[config.mk]
export PLATFORM = sky130hd
export DESIGN_NAME = cfg_tail
export DESIGN_NICKNAME = d
export VERILOG_FILES = /design/src/core/cfg_tail_pkg.sv /design/src/core/cfg_tail.sv
export SDC_FILE = /design/constraint.sdc
export NUM_CORES = 1
export LEC_CHECK = 0
export ABC_AREA = 1
export BUFFER_PORTS_ARGS = -buffer_cell sky130_fd_sc_hd__buf_2
export CELL_PAD_IN_SITES_DETAIL_PLACEMENT = 2
export CELL_PAD_IN_SITES_GLOBAL_PLACEMENT = 2
export CORE_MARGIN = 2
export CORE_UTILIZATION = 37
export DETAILED_ROUTE_END_ITERATION = 8
export PLACE_DENSITY_LB_ADDON = 0.1
export SLEW_MARGIN = 20
export SYNTH_ARGS = -nofsm -noshare
export SYNTH_HDL_FRONTEND = slang
export SYNTH_SLANG_ARGS = --single-unit
[constraint.sdc]
create_clock -name clk -period 3 [get_ports clk]
set_input_delay 0.3 -clock clk [delete_from_list [all_inputs] [get_ports clk]]
set_output_delay 0.3 -clock clk [all_outputs]
set_load 0.01 [all_outputs]
[src/core/cfg_tail_pkg.sv]
// Constants for the configuration header tail and watchdog block.
// Assumes a single PCI clock domain and byte-wide config accesses.
package cfg_tail_pkg;
	// ****************************************
	// Offsets
	// ****************************************
	localparam logic [7:0] OFF_CAP_PTR     = 8'h34;
	localparam logic [7:0] OFF_INT_ROUTE   = 8'h3C;
	localparam logic [7:0] OFF_INT_PIN     = 8'h3D;
	localparam logic [7:0] OFF_BURST_HINT  = 8'h3E;
	localparam logic [7:0] OFF_ACCESS_HINT = 8'h3F;
	localparam logic [7:0] OFF_TRDY_LIMIT  = 8'h40;
	localparam logic [7:0] OFF_RETRY_LIMIT = 8'h41;
	localparam logic [7:0] OFF_RELEASE_NUM = 8'h60;
	localparam logic [7:0] OFF_FRAME_TRIM  = 8'h61;
	localparam logic [7:0] OFF_WAKE_LO     = 8'h62;
	localparam logic [7:0] OFF_WAKE_HI     = 8'h63;
	// ****************************************
	// Values
	// ****************************************
	localparam logic [7:0]  CAP_PTR_VAL      = 8'hDC;
	localparam logic [7:0]  INT_ROUTE_RST    = 8'h00;
	localparam logic [7:0]  INT_PIN_VAL      = 8'h01;
	localparam logic [7:0]  BURST_HINT_FS    = 8'h01;
	localparam logic [7:0]  BURST_HINT_HS    = 8'h02;
	localparam logic [7:0]  ACCESS_HINT_FS   = 8'h2A;
	localparam logic [7:0]  ACCESS_HINT_HS   = 8'h10;
	localparam logic [7:0]  TRDY_LIMIT_RST   = 8'h00;
	localparam logic [7:0]  RETRY_LIMIT_RST  = 8'h80;
	localparam logic [7:0]  RELEASE_NUM_VAL  = 8'h20;
	localparam logic [7:0]  FRAME_TRIM_RST   = 8'h20;
	localparam logic [15:0] WAKE_MASK_RST    = 16'h001F;
	localparam int          HINT_UNIT_NS     = 250;
	localparam int          TRDY_LOW_ZEROS   = 5;
	localparam int          TRDY_CNT_W       = 13;
endpackage : cfg_tail_pkg

[src/core/cfg_tail.sv]
// Configuration header tail: pointer, interrupt, hint bytes, two watchdogs
// and the high-speed function's extension bytes.
// Assumes the PCI target decodes config cycles into byte strobes here and
// reports bus progress (transaction start, target wait, retry) as pulses.
// Behaviour
// - Capability pointer at 34h reads DCh, read only.
// - Pointer low two bits read zero; software masks them anyway.
// - Interrupt routing byte at 3Ch, read-write, resets to 00h, stored only.
// - Interrupt pin byte at 3Dh reads 01h, meaning INTA#.
// - Hint values are in 250 ns units; zero means no demand.
// - Burst hint at 3Eh reads 01h full-speed, 02h high-speed.
// - Access hint at 3Fh reads 2Ah full-speed, 10h high-speed.
// - Target-ready limit at 40h, read-write, reset 00h, zero disables.
// - Target-ready limit is 13-bit clock count, register times 32.
// - Target wait beyond limit sets the unrecoverable-error flag.
// - Retry limit at 41h, read-write, reset 80h, zero disables.
// - Retries beyond the retry limit set the unrecoverable-error flag.
// - High-speed function maps bytes at 60h, 61h and 62h to 63h.
// - Bus release number at 60h reads 20h.
`timescale 1ns/1ps
module cfg_tail
	import cfg_tail_pkg::*;
#(
	parameter bit HIGH_SPEED = 1'b1
)
(
	// Clock and reset
	input  wire logic        clk,
	input  wire logic        rst,
	// Configuration byte access
	input  wire logic [7:0]  cfg_addr,
	input  wire logic        cfg_rd,
	input  wire logic        cfg_wr,
	input  wire logic [7:0]  cfg_wdata,
	output logic      [7:0]  cfg_rdata,
	output logic             cfg_hit,
	// Bus progress from the PCI target logic
	input  wire logic        txn_start,
	input  wire logic        trdy_wait,
	input  wire logic        retry_seen,
	// Error flag and its clear from the status register write path
	input  wire logic        err_clear,
	output logic             unrecoverable_error_flag
);
	// ****************************************
	// Register file
	// ****************************************
	logic [7:0]  route_q, route_d;
	logic [7:0]  trdy_lim_q, trdy_lim_d;
	logic [7:0]  retry_lim_q, retry_lim_d;
	logic [7:0]  trim_q, trim_d;
	logic [15:0] wake_q, wake_d;

	function automatic logic hs_only(input logic [7:0] a);
		hs_only = (a == OFF_RELEASE_NUM) || (a == OFF_FRAME_TRIM) ||
			(a == OFF_WAKE_LO) || (a == OFF_WAKE_HI);
	endfunction : hs_only

	function automatic logic mapped(input logic [7:0] a);
		unique case (a)
			OFF_CAP_PTR, OFF_INT_ROUTE, OFF_INT_PIN, OFF_BURST_HINT,
			OFF_ACCESS_HINT, OFF_TRDY_LIMIT, OFF_RETRY_LIMIT:
				mapped = 1'b1;
			default:
				mapped = HIGH_SPEED && hs_only(a);
		endcase
	endfunction : mapped

	always_comb
	begin
		route_d     = route_q;
		trdy_lim_d  = trdy_lim_q;
		retry_lim_d = retry_lim_q;
		trim_d      = trim_q;
		wake_d      = wake_q;
		if (cfg_wr)
		begin
			unique case (cfg_addr)
				OFF_INT_ROUTE:   route_d = cfg_wdata;
				OFF_TRDY_LIMIT:  trdy_lim_d = cfg_wdata;
				OFF_RETRY_LIMIT: retry_lim_d = cfg_wdata;
				OFF_FRAME_TRIM:
					if (HIGH_SPEED)
						trim_d = cfg_wdata;
				OFF_WAKE_LO:
					if (HIGH_SPEED)
						wake_d[7:0] = cfg_wdata;
				OFF_WAKE_HI:
					if (HIGH_SPEED)
						wake_d[15:8] = cfg_wdata;
				default: ;
			endcase
		end
	end

	always_ff @(posedge clk or posedge rst)
	begin
		if (rst)
		begin
			route_q     <= INT_ROUTE_RST;
			trdy_lim_q  <= TRDY_LIMIT_RST;
			retry_lim_q <= RETRY_LIMIT_RST;
			trim_q      <= FRAME_TRIM_RST;
			wake_q      <= WAKE_MASK_RST;
		end
		else
		begin
			route_q     <= route_d;
			trdy_lim_q  <= trdy_lim_d;
			retry_lim_q <= retry_lim_d;
			trim_q      <= trim_d;
			wake_q      <= wake_d;
		end
	end

	// ****************************************
	// Read path
	// ****************************************
	logic [7:0] rdata_q, rdata_d;
	logic       hit_q, hit_d;

	// Hints count 250 ns units; constant per function type
	always_comb
	begin
		rdata_d = 8'h00;
		hit_d   = cfg_rd && mapped(cfg_addr);
		if (cfg_rd)
		begin
			unique case (cfg_addr)
				OFF_CAP_PTR:     rdata_d = {CAP_PTR_VAL[7:2], 2'b00};
				OFF_INT_ROUTE:   rdata_d = route_q;
				OFF_INT_PIN:     rdata_d = INT_PIN_VAL;
				OFF_BURST_HINT:
					rdata_d = HIGH_SPEED ? BURST_HINT_HS : BURST_HINT_FS;
				OFF_ACCESS_HINT:
					rdata_d = HIGH_SPEED ? ACCESS_HINT_HS : ACCESS_HINT_FS;
				OFF_TRDY_LIMIT:  rdata_d = trdy_lim_q;
				OFF_RETRY_LIMIT: rdata_d = retry_lim_q;
				OFF_RELEASE_NUM:
					rdata_d = HIGH_SPEED ? RELEASE_NUM_VAL : 8'h00;
				OFF_FRAME_TRIM:  rdata_d = HIGH_SPEED ? trim_q : 8'h00;
				OFF_WAKE_LO:     rdata_d = HIGH_SPEED ? wake_q[7:0] : 8'h00;
				OFF_WAKE_HI:     rdata_d = HIGH_SPEED ? wake_q[15:8] : 8'h00;
				default:         rdata_d = 8'h00;
			endcase
		end
	end

	always_ff @(posedge clk or posedge rst)
	begin
		if (rst)
		begin
			rdata_q <= 8'h00;
			hit_q   <= 1'b0;
		end
		else
		begin
			rdata_q <= rdata_d;
			hit_q   <= hit_d;
		end
	end

	assign cfg_rdata = rdata_q;
	assign cfg_hit   = hit_q;

	// ****************************************
	// Watchdogs
	// ****************************************
	logic [TRDY_CNT_W-1:0] trdy_cnt_q, trdy_cnt_d;
	logic [7:0]            retry_cnt_q, retry_cnt_d;
	logic                  err_q, err_d;
	logic [TRDY_CNT_W-1:0] trdy_limit;
	logic                  trdy_expire, retry_expire;

	assign trdy_limit = {trdy_lim_q, {TRDY_LOW_ZEROS{1'b0}}};

	// Strictly greater than the limit, so a wait equal to it is fine
	assign trdy_expire  = (trdy_lim_q != 8'h00) && trdy_wait &&
		(trdy_cnt_q >= trdy_limit);
	assign retry_expire = (retry_lim_q != 8'h00) && retry_seen &&
		(retry_cnt_q >= retry_lim_q);

	always_comb
	begin
		trdy_cnt_d  = trdy_cnt_q;
		retry_cnt_d = retry_cnt_q;
		if (txn_start)
		begin
			trdy_cnt_d  = '0;
			retry_cnt_d = 8'h00;
		end
		else
		begin
			// Saturate so a stuck target cannot wrap past the limit
			if (trdy_wait && (trdy_cnt_q != {TRDY_CNT_W{1'b1}}))
				trdy_cnt_d = trdy_cnt_q + 1'b1;
			if (retry_seen && (retry_cnt_q != 8'hFF))
				retry_cnt_d = retry_cnt_q + 1'b1;
		end
		// Set beats clear in the same cycle
		err_d = err_q;
		if (err_clear)
			err_d = 1'b0;
		if (trdy_expire || retry_expire)
			err_d = 1'b1;
	end

	always_ff @(posedge clk or posedge rst)
	begin
		if (rst)
		begin
			trdy_cnt_q  <= '0;
			retry_cnt_q <= 8'h00;
			err_q       <= 1'b0;
		end
		else
		begin
			trdy_cnt_q  <= trdy_cnt_d;
			retry_cnt_q <= retry_cnt_d;
			err_q       <= err_d;
		end
	end

	assign unrecoverable_error_flag = err_q;
endmodule : cfg_tail

==> run metrics <==
status finished, final reports clean; CTS tree done; HP Class in2async; Clk Latency, worst-skew pair 0.35 ns; wire per inst 18.9 um; Die ar. 13600 um2; Yosys Warn Count 0; Max stage delay on crit path 0.61 ns; Worst Setup Start Kind flop; # rows 41; ANT cells 0; Final nets 654; LEAKAGE 0.00258 uW; crit-path leading delay family simple AND/OR/NAND/NOR gates; Relative slew margins 40.8%; Die Y 116 um; first-pass GRT wire length ~24 mm; Remaining Overflow, GRT 0; setup tns final 0 ns; Root Driver clkbuf_16; syn_nets 621; Register-to-Register Setup Slack 0.93 ns; Die W 116 um; CTS-repair resized insts 0; Multi-input gate area between 2000 and 2500 um2; Critical Path Fanout Max 11; Initial Utilization approximately 38%; post-CTS setup buffer count 0; DP HPWL 11.0 mm; Pwr per Cell Area 475 nW/um2; RR Startpoint trdy_cnt_q[0]$_DFFE_PP0P_; Final Max Tran Viols 0; synthesized area per cell 8.10 um2; Worst setup EP type flop; final core utilization a little over two fifths; fin crit share 68.9%; count of hold-fix buffers inserted at cts 0; critical path depth 9; Post-synth ARST share 100%; DRT antenna net count 0; maximum operating frequency 0.484 GHz; post-synthesis cell area roughly 4700 um2; most frequent CP cell nand2_1; Register Area 1990 um2; RSZ-0062 raised after global routing false; setup violators final 0; worst path cell trace ha_1 > nand2_1 > nor2_1 > nand2_1 > nor2_2 > nor2_1 > nor2_2 > nand2_1 > nand2_1; top-area cell type share of the netlist area 38.5%; Worst-Margin Slew 0.888 ns; CTS buffer count 9; dominant synthesized flop cell dfrtp_1; Fin. Hold Viols 0; setup ws final approximately 0.93 ns; Slowest-stage cell, CP nor2_1; share of cells above drive strength 1 17.7%; Crit Path Category reg2reg; Max VDD drop 0.241 mV; GP Congestion 0.811; global-route usage over all layers 23.6%; DR iter-0 viols 90; core area between 10000 and 15000 um2; most frequent cell after synthesis nand2_1; vias per cell 5.17; synthesized flop and latch total 79; number of clock sinks slightly below 80; clock skew ~0.0064 ns; final cell count without fillers 788; top cells by area in the synthesized netlist dfrtp_1 39%, nand2_1 9.8%, nand3_1 6.5%, inv_1 6.0%, ha_1 5.1%; DP Worst Slack 0.960 ns; drt first pass iters 4; Top Ports 34; sequential area share after synthesis a little over two fifths; Worst EP arrival 2.29 ns; vias in the first global route 4502; r2r worst-path depth 9; Clk pin slew, worst setup/hold paths 0.07 ns; Longest Clk Path Bufs 2; drt drc 0; post-synth cell types 35; crit path buf inv count 0; Synth top cells by count 122 x nand2_1, 75 x inv_1, 72 x dfrtp_1; PortBufs 33; via count 4073; Crit path required time 3.23 ns; WL final 14.9 mm; dpl cells a little under 800; worst r2r dst trdy_cnt_q[10]$_DFFE_PP0P_; Synth Instances between 500 and 600; max_cap viols 0; largest area contributor in the netlist dfrtp_1; largest net degree at the start of global routing 47; initial antenna violation count 0; Post-synth EDFFs 0; H-Tree Depth 3; area delta synth->final 12.1%; Layout fillers 1448; min Tclk post-route 2.07 ns
[where the power goes]
group | internal [uW] | switching (uW)
clock network | 580 | 512
logic | 76.8 | 182
registers | 1110 | 29.1
total | 1770 | 722
[worst max path at each step]
stage	slack, ns	from	to
2_1_floorplan	0.69	rst	cfg_hit$_DFF_PP0_
3_3_place_gp	1.05	trdy_cnt_q[0]$_DFFE_PP0P_	trdy_cnt_q[11]$_DFFE_PP0P_
3_5_place_dp	0.96	trdy_cnt_q[0]$_DFFE_PP0P_	trdy_cnt_q[10]$_DFFE_PP0P_
4_1_cts	0.88	trdy_cnt_q[0]$_DFFE_PP0P_	trdy_cnt_q[10]$_DFFE_PP0P_
5_1_grt	0.75	trdy_cnt_q[0]$_DFFE_PP0P_	trdy_cnt_q[2]$_DFFE_PP0P_
6_report	0.93	trdy_cnt_q[0]$_DFFE_PP0P_	trdy_cnt_q[10]$_DFFE_PP0P_
[registers in the layout (all words and copies together) (netlist names), 8 cells and up]
| signal | count |
|---|---|
| trdy_lim_q | 8 |
| retry_lim_q | 8 |
| route_q | 8 |
| cfg_rdata | 8 |
| retry_cnt_q | 8 |
| trim_q | 8 |
| trdy_cnt_q | 13 |
| wake_q | 16 |
[layer usage]
metal / vias to the layer above / track usage (%) / part of all wire [%]
met4: 0 / 7.38 / 1.6
met5: - / 0 / 0
met1: 2058 / 29.0 / 44
met3: 12 / 2.59 / 1.7
met2: 42 / 43.3 / 53
li1: 1961 / - / -
[cells in the final DEF (no fill, tap or decap), types with 9 or more instances in the layout]
cell type / count
nand2_1: 122
inv_1: 74
dfrtp_1: 72
nand3_1: 61
nor2_1: 56
o21ai_1: 35
buf_2: 33
ha_1: 19
o21ai_2: 18
nand4_1: 17
o21ai_0: 13
a21oi_1: 10
clkbuf_16: 9
[layout make-up]
cell class / instances / share of cell area [%]
timing repair buffer: 34 / 3.53
clock buffer: 9 / 4.29
sequential: 79 / 37.9
clock inverter: 7 / 1.19
inverter: 81 / 5.82
tap: 172 / 4.10
multi-input combinational: 406 / 43.2
[per-stage QoR]
step | power, uW | area (um2) | hold slack (ns)
floorplan | 1320 | 4680 | 0.366
global placement | 1410 | 4960 | 0.463
detailed placement | 1420 | 4960 | 0.472
CTS | 2520 | 5250 | 0.140
global route | 2590 | 5250 | 0.161
finish | 2490 | 5250 | 0.109
[cells by family after synthesis]
logic type | count (synthesis) | share of synthesized area (%)
flip-flops | 79 | 42.4
AO/OA/AOI/OAI | 85 | 11.2
buffers and inverters | 93 | 9.14
adder cells (fa/ha/maj) | 19 | 5.08
AND/OR/NAND/NOR | 296 | 31.0
XOR/XNOR | 6 | 1.12
(Power assumes the default switching activity.)
